==> src/hdl/tzx_cfg.svh <==
// constants for the table access / xor / skip execution block
`ifndef TZX_CFG_SVH
`define TZX_CFG_SVH

`define TZX_PTR_W        21
`define TZX_FA_W         12
`define TZX_APB_AW       8

// four-phase instruction cycle
`define TZX_Q1           2'h0
`define TZX_Q4           2'h3

// opcode patterns
`define TZX_TBL_RD_HI    14'h0002
`define TZX_TBL_WT_HI    14'h0003
`define TZX_XOR_LIT_HI   8'h0A
`define TZX_XOR_FILE_HI  6'h06
`define TZX_TEST_ZERO_HI 7'h33
`define TZX_DEST_BIT     9
`define TZX_BANK_BIT     8

// pointer step modes
`define TZX_STEP_NONE    2'h0
`define TZX_STEP_POSTINC 2'h1
`define TZX_STEP_POSTDEC 2'h2
`define TZX_STEP_PREINC  2'h3

// shared access window split
`define TZX_ACC_SPLIT    8'h80
`define TZX_ACC_LO_BANK  4'h0
`define TZX_ACC_HI_BANK  4'hF

// register byte offsets
`define TZX_REG_CTRL     8'h00
`define TZX_REG_STATUS   8'h04
`define TZX_REG_PTR      8'h08
`define TZX_REG_LATCH    8'h0C
`define TZX_REG_ACC      8'h10
`define TZX_REG_FLAGS    8'h14
`define TZX_REG_BANK     8'h18
`define TZX_REG_SKIPCNT  8'h1C
`define TZX_HOLD_SEL     3'h1

// field positions
`define TZX_CTRL_RUN     0
`define TZX_FLAG_Z       0
`define TZX_FLAG_N       1
`define TZX_STAT_BUSY    0
`define TZX_STAT_ILLEGAL 3

// reset values
`define TZX_RST_RUN      1'h1
`define TZX_RST_PTR      21'h000000
`define TZX_RST_BYTE     8'h00
`define TZX_RST_BANK     4'h0

`endif

==> src/hdl/tzx_pkg.sv <==
// types for the table access / xor / skip execution block
`include "tzx_cfg.svh"

package tzx_pkg;

    typedef enum logic [1:0]
    {
        TZX_ST_EXEC,
        TZX_ST_TBL2,
        TZX_ST_SKIP1,
        TZX_ST_SKIP2
    } tzx_state_e;

    typedef struct packed
    {
        logic [1:0]                q;
        tzx_state_e                st;
        logic                      run;
        logic                      busy;
        logic [15:0]               instr;
        logic                      skip_two;
        logic [`TZX_PTR_W-1:0]     ptr;
        logic [7:0]                lat;
        logic [7:0]                acc;
        logic                      flag_n;
        logic                      flag_z;
        logic [3:0]                bank_sel;
        logic [7:0][7:0]           hold;
        logic [`TZX_FA_W-1:0]      fr_addr;
        logic                      fr_re;
        logic                      fr_we;
        logic [7:0]                fr_wdata;
        logic                      pm_re;
        logic                      hold_we;
        logic [2:0]                hold_idx;
        logic [7:0]                hold_data;
        logic                      skip_pulse;
        logic [7:0]                skip_cnt;
        logic                      illegal;
        logic [31:0]               prdata;
        logic                      pslverr;
    } tzx_state_s;

endpackage

==> src/hdl/tzx_step_if.sv <==
// pointer step request and result between core and stepper
`timescale 1ns/1ps
`default_nettype none

interface tzx_step_if #(parameter int PTR_W = 21);
    logic [PTR_W-1:0] ptr;
    logic [1:0]       mode;
    logic             pre;
    logic [PTR_W-1:0] nxt;

    modport core (output ptr, output mode, output pre, input nxt);
    modport step (input ptr, input mode, input pre, output nxt);
endinterface

`default_nettype wire

==> src/hdl/tzx_core.sv <==
// execution of table read/write, test-skip and xor instructions
//
// The placing of the registers and the APB register port were chosen for this implementation.
`timescale 1ns/1ps
`default_nettype none
`include "tzx_cfg.svh"

// Overview of operation
// - mode 0 none, 1 post+, 2 post-, 3 pre+
// - read fetches byte into latch, pre+ first
// - pointer is 21-bit byte address
// - pointer bit0 picks low or high byte
// - write stores latch in holding slot ptr[2:0]
// - write mode field, pre+ before holding write
// - zero test discards next word, two cycles
// - skipping a two-word instruction takes three
// - bank bit 0 uses shared window
// - xor literal into accumulator, sets N Z
// - xor file register, one cycle, sets N Z
// - dest bit 0 accumulator, 1 file register
// - xor file opcode 000110 d a f
module tzx_core
    import tzx_pkg::*;
(
    // clock and reset
    input  wire logic                  core_clk,
    input  wire logic                  rst_n,
    // apb slave
    input  wire logic                  psel,
    input  wire logic                  penable,
    input  wire logic                  pwrite,
    input  wire logic [`TZX_APB_AW-1:0] paddr,
    input  wire logic [31:0]           pwdata,
    output logic                       pready,
    output logic [31:0]                prdata,
    output logic                       pslverr,
    // instruction stream
    input  wire logic                  instr_valid,
    input  wire logic [15:0]           instr_word,
    input  wire logic                  instr_two_word,
    output logic                       instr_take,
    output logic                       skip_pulse,
    // program memory read port
    output logic [`TZX_PTR_W-2:0]      pm_addr,
    output logic                       pm_re,
    input  wire logic [15:0]           pm_rdata,
    // file register port
    output logic [`TZX_FA_W-1:0]       fr_addr,
    output logic                       fr_re,
    output logic                       fr_we,
    output logic [7:0]                 fr_wdata,
    input  wire logic [7:0]            fr_rdata,
    // holding register write strobe
    output logic                       hold_we,
    output logic [2:0]                 hold_idx,
    output logic [7:0]                 hold_data
);
    tzx_state_s s_r;
    tzx_state_s s_nxt;
    logic       take;
    logic       apb_setup;
    logic       apb_write;
    logic [7:0] res;
    logic       is_rd;
    logic       is_wt;
    logic       is_xor_lit;
    logic       is_xor_file;
    logic       is_tst;
    logic       in_file;

    tzx_step_if #(.PTR_W(`TZX_PTR_W)) step_bus ();

    tzx_ptr_step u_step
    (
        .sif (step_bus)
    );

    assign step_bus.ptr  = s_r.ptr;
    assign step_bus.mode = s_r.instr[1:0];
    assign step_bus.pre  = (s_r.st == TZX_ST_EXEC);

    // decode of the held instruction
    assign is_rd       = (s_r.instr[15:2] == `TZX_TBL_RD_HI);
    assign is_wt       = (s_r.instr[15:2] == `TZX_TBL_WT_HI);
    assign is_xor_lit  = (s_r.instr[15:8] == `TZX_XOR_LIT_HI);
    assign is_xor_file = (s_r.instr[15:10] == `TZX_XOR_FILE_HI);
    assign is_tst      = (s_r.instr[15:9] == `TZX_TEST_ZERO_HI);

    // file operand needed by the incoming word
    assign in_file  = (instr_word[15:10] == `TZX_XOR_FILE_HI)
                   || (instr_word[15:9] == `TZX_TEST_ZERO_HI);

    assign apb_setup = psel && !penable;
    assign apb_write = psel && penable && pwrite;

    // file address of the incoming word
    function automatic logic [`TZX_FA_W-1:0] file_addr
    (
        input logic [15:0] w,
        input logic [3:0]  bank
    );
        logic [7:0] f;
        f = w[7:0];
        if (w[`TZX_BANK_BIT])
            file_addr = {bank, f};
        else if (f < `TZX_ACC_SPLIT)
            file_addr = {`TZX_ACC_LO_BANK, f};
        else
            file_addr = {`TZX_ACC_HI_BANK, f};
    endfunction

    // read value of a register word
    function automatic logic [31:0] reg_read
    (
        input tzx_state_s       st,
        input logic [7:0]       a
    );
        reg_read = 32'h0000_0000;
        if (a == `TZX_REG_CTRL)
            reg_read[`TZX_CTRL_RUN] = st.run;
        else if (a == `TZX_REG_STATUS)
        begin
            reg_read[`TZX_STAT_BUSY] = st.busy || (st.st != TZX_ST_EXEC);
            reg_read[2:1] = st.st;
            reg_read[`TZX_STAT_ILLEGAL] = st.illegal;
        end
        else if (a == `TZX_REG_PTR)
            reg_read[`TZX_PTR_W-1:0] = st.ptr;
        else if (a == `TZX_REG_LATCH)
            reg_read[7:0] = st.lat;
        else if (a == `TZX_REG_ACC)
            reg_read[7:0] = st.acc;
        else if (a == `TZX_REG_FLAGS)
        begin
            reg_read[`TZX_FLAG_Z] = st.flag_z;
            reg_read[`TZX_FLAG_N] = st.flag_n;
        end
        else if (a == `TZX_REG_BANK)
            reg_read[3:0] = st.bank_sel;
        else if (a == `TZX_REG_SKIPCNT)
            reg_read[7:0] = st.skip_cnt;
        else if (a[7:5] == `TZX_HOLD_SEL)
            reg_read[7:0] = st.hold[a[4:2]];
    endfunction

    // whether an address is mapped
    function automatic logic reg_mapped
    (
        input logic [7:0] a,
        input logic       wr
    );
        if (a[1:0] != 2'h0)
            reg_mapped = 1'b0;
        else if (a == `TZX_REG_CTRL || a == `TZX_REG_PTR
              || a == `TZX_REG_LATCH || a == `TZX_REG_ACC
              || a == `TZX_REG_FLAGS || a == `TZX_REG_BANK)
            reg_mapped = 1'b1;
        else if (a == `TZX_REG_STATUS || a == `TZX_REG_SKIPCNT)
            reg_mapped = 1'b1;
        else if (a[7:5] == `TZX_HOLD_SEL)
            reg_mapped = !wr;
        else
            reg_mapped = 1'b0;
    endfunction

    always_comb
    begin
        s_nxt = s_r;
        take  = 1'b0;
        res   = 8'h00;
        s_nxt.q          = s_r.q + 2'h1;
        s_nxt.fr_we      = 1'b0;
        s_nxt.hold_we    = 1'b0;
        s_nxt.skip_pulse = 1'b0;

        // register read data and error are latched in the setup cycle
        if (apb_setup)
        begin
            s_nxt.prdata  = reg_read(s_r, paddr);
            s_nxt.pslverr = !reg_mapped(paddr, pwrite);
        end

        // software writes; the instruction logic below wins a collision
        if (apb_write)
        begin
            if (paddr == `TZX_REG_CTRL)
                s_nxt.run = pwdata[`TZX_CTRL_RUN];
            else if (paddr == `TZX_REG_STATUS)
            begin
                if (pwdata[`TZX_STAT_ILLEGAL])
                    s_nxt.illegal = 1'b0;
            end
            else if (paddr == `TZX_REG_PTR)
                s_nxt.ptr = pwdata[`TZX_PTR_W-1:0];
            else if (paddr == `TZX_REG_LATCH)
                s_nxt.lat = pwdata[7:0];
            else if (paddr == `TZX_REG_ACC)
                s_nxt.acc = pwdata[7:0];
            else if (paddr == `TZX_REG_FLAGS)
            begin
                s_nxt.flag_z = pwdata[`TZX_FLAG_Z];
                s_nxt.flag_n = pwdata[`TZX_FLAG_N];
            end
            else if (paddr == `TZX_REG_BANK)
                s_nxt.bank_sel = pwdata[3:0];
            else if (paddr == `TZX_REG_SKIPCNT)
                s_nxt.skip_cnt = `TZX_RST_BYTE;
        end

        // phase one: accept a new word, or swallow a skipped one
        if (s_r.q == `TZX_Q1)
        begin
            case (s_r.st)
                TZX_ST_EXEC:
                begin
                    if (s_r.run && instr_valid)
                    begin
                        take          = 1'b1;
                        s_nxt.busy    = 1'b1;
                        s_nxt.instr   = instr_word;
                        s_nxt.fr_addr = file_addr(instr_word, s_r.bank_sel);
                        s_nxt.fr_re   = in_file;
                    end
                end
                TZX_ST_SKIP1:
                begin
                    take           = instr_valid;
                    s_nxt.skip_two = instr_valid && instr_two_word;
                end
                TZX_ST_SKIP2:
                    take = instr_valid;
                default:
                    take = 1'b0;
            endcase
        end

        // phase four: execute
        if (s_r.q == `TZX_Q4)
        begin
            s_nxt.fr_re = 1'b0;
            case (s_r.st)
                TZX_ST_EXEC:
                begin
                    if (s_r.busy)
                    begin
                        s_nxt.busy = 1'b0;
                        if (is_rd || is_wt)
                        begin
                            s_nxt.ptr   = step_bus.nxt;
                            s_nxt.st    = TZX_ST_TBL2;
                            s_nxt.pm_re = is_rd;
                        end
                        else if (is_xor_lit)
                        begin
                            res          = s_r.acc ^ s_r.instr[7:0];
                            s_nxt.acc    = res;
                            s_nxt.flag_z = (res == 8'h00);
                            s_nxt.flag_n = res[7];
                        end
                        else if (is_xor_file)
                        begin
                            res = s_r.acc ^ fr_rdata;
                            if (s_r.instr[`TZX_DEST_BIT])
                            begin
                                s_nxt.fr_we    = 1'b1;
                                s_nxt.fr_wdata = res;
                            end
                            else
                                s_nxt.acc = res;
                            s_nxt.flag_z = (res == 8'h00);
                            s_nxt.flag_n = res[7];
                        end
                        else if (is_tst)
                        begin
                            // flags stay untouched here
                            if (fr_rdata == 8'h00)
                            begin
                                s_nxt.st         = TZX_ST_SKIP1;
                                s_nxt.skip_pulse = 1'b1;
                                s_nxt.skip_cnt   = s_r.skip_cnt + 8'h01;
                            end
                        end
                        else
                            s_nxt.illegal = 1'b1;
                    end
                end
                TZX_ST_TBL2:
                begin
                    s_nxt.ptr   = step_bus.nxt;
                    s_nxt.pm_re = 1'b0;
                    s_nxt.st    = TZX_ST_EXEC;
                    if (is_rd)
                    begin
                        if (s_r.ptr[0])
                            s_nxt.lat = pm_rdata[15:8];
                        else
                            s_nxt.lat = pm_rdata[7:0];
                    end
                    else
                    begin
                        s_nxt.hold[s_r.ptr[2:0]] = s_r.lat;
                        s_nxt.hold_we   = 1'b1;
                        s_nxt.hold_idx  = s_r.ptr[2:0];
                        s_nxt.hold_data = s_r.lat;
                    end
                end
                TZX_ST_SKIP1:
                begin
                    if (s_r.skip_two)
                        s_nxt.st = TZX_ST_SKIP2;
                    else
                        s_nxt.st = TZX_ST_EXEC;
                    s_nxt.skip_two = 1'b0;
                end
                TZX_ST_SKIP2:
                    s_nxt.st = TZX_ST_EXEC;
                default:
                    s_nxt.st = TZX_ST_EXEC;
            endcase
        end
    end

    always_ff @(posedge core_clk)
    begin
        if (!rst_n)
        begin
            s_r          <= '0;
            s_r.st       <= TZX_ST_EXEC;
            s_r.run      <= `TZX_RST_RUN;
            s_r.ptr      <= `TZX_RST_PTR;
            s_r.lat      <= `TZX_RST_BYTE;
            s_r.acc      <= `TZX_RST_BYTE;
            s_r.bank_sel <= `TZX_RST_BANK;
            s_r.skip_cnt <= `TZX_RST_BYTE;
        end
        else
            s_r <= s_nxt;
    end

    // outputs
    assign pready     = psel && penable;
    assign prdata     = s_r.prdata;
    assign pslverr    = s_r.pslverr && psel && penable;
    assign instr_take = take;
    assign skip_pulse = s_r.skip_pulse;
    assign pm_addr    = s_r.ptr[`TZX_PTR_W-1:1];
    assign pm_re      = s_r.pm_re;
    assign fr_addr    = s_r.fr_addr;
    assign fr_re      = s_r.fr_re;
    assign fr_we      = s_r.fr_we;
    assign fr_wdata   = s_r.fr_wdata;
    assign hold_we    = s_r.hold_we;
    assign hold_idx   = s_r.hold_idx;
    assign hold_data  = s_r.hold_data;
endmodule

`default_nettype wire

==> src/hdl/tzx_ptr_step.sv <==
// table pointer update for the first and second instruction cycle
`timescale 1ns/1ps
`default_nettype none
`include "tzx_cfg.svh"

module tzx_ptr_step
    import tzx_pkg::*;
(
    tzx_step_if.step sif
);
    always_comb
    begin
        sif.nxt = sif.ptr;
        if (sif.pre)
        begin
            if (sif.mode == `TZX_STEP_PREINC)
                sif.nxt = sif.ptr + 1'b1;
        end
        else
        begin
            if (sif.mode == `TZX_STEP_POSTINC)
                sif.nxt = sif.ptr + 1'b1;
            else if (sif.mode == `TZX_STEP_POSTDEC)
                sif.nxt = sif.ptr - 1'b1;
        end
    end
endmodule

`default_nettype wire

==> config.mk <==
export PLATFORM = sky130hd
export DESIGN_NAME = tzx_core
export DESIGN_NICKNAME = d
export VERILOG_FILES = /design/src/hdl/tzx_pkg.sv /design/src/hdl/tzx_step_if.sv /design/src/hdl/tzx_core.sv /design/src/hdl/tzx_ptr_step.sv
export VERILOG_INCLUDE_DIRS = /design/src /design/src/hdl
export SDC_FILE = /design/constraint.sdc
export NUM_CORES = 1
export LEC_CHECK = 0
export BUFFER_PORTS_ARGS = -buffer_cell sky130_fd_sc_hd__buf_2
export CORE_ASPECT_RATIO = 1.75
export CORE_MARGIN = 5
export CORE_UTILIZATION = 52
export CTS_BUF_LIST = sky130_fd_sc_hd__clkbuf_4 sky130_fd_sc_hd__clkbuf_8 sky130_fd_sc_hd__clkbuf_16
export CTS_CLUSTER_DIAMETER = 50
export CTS_CLUSTER_SIZE = 24
export DETAILED_ROUTE_END_ITERATION = 16
export GPL_TIMING_DRIVEN = 0
export PLACE_DENSITY = 0.8
export SLEW_MARGIN = 20
export SYNTH_ARGS = -nofsm -noshare
export SYNTH_HDL_FRONTEND = slang
export SYNTH_SLANG_ARGS = --single-unit
==> constraint.sdc <==
create_clock -name core_clk -period 2.7 [get_ports core_clk]
set_input_delay 0.27 -clock core_clk [delete_from_list [all_inputs] [get_ports core_clk]]
set_output_delay 0.27 -clock core_clk [all_outputs]
set_load 0.05 [all_outputs]
==> flow_summary.json <==
{
  "p_leak_uw": 0.004976,
  "p_int_uw": 4508,
  "pre_cts_ws_ns": -0.2897,
  "synth_compound_gate_area_share_pct": 19.61,
  "clock_latency_ns": 0.46,
  "synth_xor_xnor_area_share_pct": 2.540,
  "clkSlewWorstSetupHoldPaths_ns": 0.07,
  "maxSlewViolCount": 0,
  "setup_slack_ns": 0.03889,
  "synth_mux_area_share_pct": 9.483,
  "syn_inst": 1317,
  "routed_wl_um": 37580,
  "first_pass_iters": 14,
  "setup_viol": 0,
  "power.density_nw_per_um2": 493.2,
  "grt_util_met2_pct": 52.60,
  "cts_root_buf": "clkbuf_16",
  "setup_tns_ns": 0,
  "synth_edf_count": 0,
  "use_met1_pct": 32.35,
  "max_freq_mhz": 375.8,
  "routed_via_density": 6.279,
  "whs_endpoint": "s_r[190]",
  "yosysMostFrequentCell": "dfxtp_1",
  "cpPeakStageDelay_ns": 0.55,
  "clock-sinks": 189,
  "r2r-start": "s_r[186]",
  "required_ns": 3.07,
  "p_sw_share_pct": 27.13,
  "syn_area_um2": 10690,
  "ff2ff_setup_slack_ns": 0.04,
  "slew-limit-headroom_pct": 37.04,
  "status": "finished clean",
  "syn_area_per_cell_um2": 8.115,
  "worst-setup-path-type": "flop to flop",
  "port_buffers": 154,
  "std_cell_rows": 69,
  "routabilityCongestion": 1.000,
  "die_x_um": 118.4,
  "layout-drive-gt1-share_pct": 23.35,
  "grt_pass1_vias": 10730,
  "slowest_stage": "dfxtp_1",
  "synth_ff_type": "dfxtp_1",
  "pin_count": 178,
  "drt_first_iter_violations": 1066,
  "synth_warnings": 0,
  "synth-simple-area-share_pct": 21.81,
  "p_comb_share_pct": 10.3,
  "yosysTopAreaCell": "dfxtp_1",
  "reg2reg_to": "step_bus.ptr[11]",
  "cp-end-kind": "flop",
  "hold_path.class": "primary input to flop",
  "coreArea_um2": 20290,
  "synth_top_area_share_pct": 35.40,
  "num_vias": 11080,
  "r2r_cells": 6,
  "synth_top_family_by_area": "simple AND/OR/NAND/NOR gates",
  "cts_made_buffers": 17,
  "synth_cell_type_count": 74,
  "switchingPower_uw": 1678,
  "grt-busiest-layer": "met2",
  "dp_hpwl_um": 28390,
  "final_hold_viol_count": 0,
  "grt_usage_pct": 30.76,
  "die_area_um2": 23630,
  "seq_area_frac_synth_pct": 35.40,
  "h-tree-depth": 4,
  "initial_core_util_pct": 52.68,
  "clkPwrFrac_pct": 43.6,
  "grt_max_degree": 18,
  "wl_per_cell_um": 21.29,
  "fin_nets": 1595,
  "die_h_um": 199.7,
  "grt_pass1_wl_um": 57370,
  "grt_overflow": 0,
  "synth_seq_cells": 189,
  "remaining_drc_errors": 0,
  "grt_util_met3_pct": 6.514,
  "min_path_cells": 3,
  "min_period_over_period_pct": 98.56,
  "peakVddDrop_uv": 581.3,
  "synth_top_cells_by_count": "189 x dfxtp_1, 117 x nand2_1, 99 x nor2_1",
  "ant_nets": 0,
  "setup.worst_path.start_class": "flop",
  "period_minus_slack_ns": 2.661,
  "min_from": "instr_word[4]",
  "p_total_uw": 6185,
  "syn2layout_area_growth_pct": 17.35,
  "seqPwrFrac_pct": 46.1,
  "cts_buffer_depth": 2,
  "cts_tree": "yes",
  "fillCellCount": 1828,
  "worstPathArrival_ns": 3.03,
  "skew_ns": 0.01426,
  "maxCapViolations": 0,
  "antenna_found_initial": 2,
  "synthTopCellsByArea": "dfxtp_1 35%, buf_4 6.0%, mux2i_1 5.1%",
  "crit_chain": "clkbuf_1, nand3b_1, nor3_1, a31oi_1, a211o_1, a221oi_2",
  "postCtsHoldBufs": 0,
  "cp_max_fo": 10,
  "tightestPinTransition_ns": 0.9444,
  "async_reset_ff_share_pct": 0,
  "synthAdderAreaFrac_pct": 0.5853
}
final cells by class:
class	count	area, µm²	area share [%]
multi-input combinational	933	5882	46.90
sequential	189	3785	30.18
buffer	188	1075	8.569
timing repair buffer	160	815.8	6.504
clock buffer	18	432.9	3.452
tap	248	310.3	2.474
clock inverter	14	183.9	1.466
inverter	14	55.05	0.4389
antenna	1	2.502	0.01995
metal layers:
layer	share of wire [%]	up-vias	wire length (µm)
met3	9.2	213	3451
li1	-	5084	-
met5	0.035	-	13
met4	8.7	2	3275
met2	49	651	18230
met1	34	5133	12600
power groups by stage:
| stage | Combinational, µW | Clock, µW | Sequential (µW) |
|---|---|---|---|
| 6_report | 637 | 2700 | 2850 |
| 5_1_grt | 671 | 2820 | 2850 |
| 3_3_place_gp | 602 | 0 | 2910 |
| 3_5_place_dp | 610 | 0 | 2910 |
| 2_1_floorplan | 401 | 0 | 2900 |
| 4_1_cts | 617 | 2690 | 2850 |
cells by family after synthesis:
logic type                 count (synthesis)
and+or+nand+nor                          467
other                                      1
adders and majority gates                  5
DFF                                      189
xor gates and xnor gates                  31
AOI/OAI and AO/OA                        339
muxes                                     80
buffers and inverters                    205
worst max path at each step:
stage / start / end
4_1_cts: step_bus.ptr[1] / step_bus.ptr[12]
6_report: s_r[186] / step_bus.ptr[11]
5_1_grt: step_bus.ptr[1] / step_bus.ptr[10]
2_1_floorplan: step_bus.ptr[1] / step_bus.ptr[12]
3_3_place_gp: step_bus.ptr[1] / step_bus.ptr[12]
3_5_place_dp: step_bus.ptr[1] / step_bus.ptr[12]
placed cells by master (no fill, tap or decap), types with 6 or more instances in the layout:
| cell type | count |
|---|---|
| or4_1 | 6 |
| nand2b_1 | 6 |
| a22oi_1 | 32 |
| conb_1 | 11 |
| o22ai_1 | 28 |
| and2_1 | 7 |
| nor2b_1 | 17 |
| clkbuf_1 | 81 |
| xnor2_1 | 18 |
| xor2_1 | 13 |
| nor3_1 | 30 |
| a31oi_1 | 9 |
| mux4_2 | 16 |
| o21ai_0 | 98 |
| buf_2 | 163 |
| inv_1 | 10 |
| a32o_1 | 6 |
| nor2_1 | 98 |
| mux2_2 | 10 |
| clkbuf_16 | 17 |
| a221oi_1 | 7 |
| a21oi_1 | 91 |
| nand3_1 | 87 |
| and3_1 | 20 |
| nand2_1 | 117 |
| nor4_1 | 17 |
| buf_4 | 92 |
| dfxtp_1 | 188 |
| a211oi_1 | 23 |
| or2_2 | 6 |
| mux2i_1 | 54 |
| nand4_1 | 16 |
worst max-delay path: cells and delay by family (launching register included):
kind	cells	cell delay, ns
compound gates	3	0.75
flops	1	0.55
buf+inv	1	0.55
simple gates	2	0.72
per-stage QoR:
stage	std cells	hold slack, ns	cell area (µm²)	util, %
2_1_floorplan	1327	0.4060	10730	-
3_3_place_gp	1729	0.4302	11810	58.19
3_5_place_dp	1729	0.4430	11810	58.22
4_1_cts	1765	0.05638	12480	61.52
5_1_grt	1765	0.06049	12540	61.82
6_report	1765	0.05718	12540	61.82
state kept, by name, indices dropped and copies added (netlist names), named ones only:
register,cells
fr_addr,4
fr_re,1
fr_wdata,8
fr_we,1
hold_data,8
hold_idx,3
hold_we,1
pm_re,1
prdata,21
s_r,118
skip_pulse,1
step_bus.ptr,21
what timing repair did:
| action | 4_1_cts | 5_1_grt |
|---|---|---|
| pin swaps | 4 | 4 |
| endpoints found under the setup margin | 73 | 79 |
| resized for setup | 8 | 16 |
| setup buffers | 4 | 2 |
Note: power is estimated with default switching activity, not from simulation.
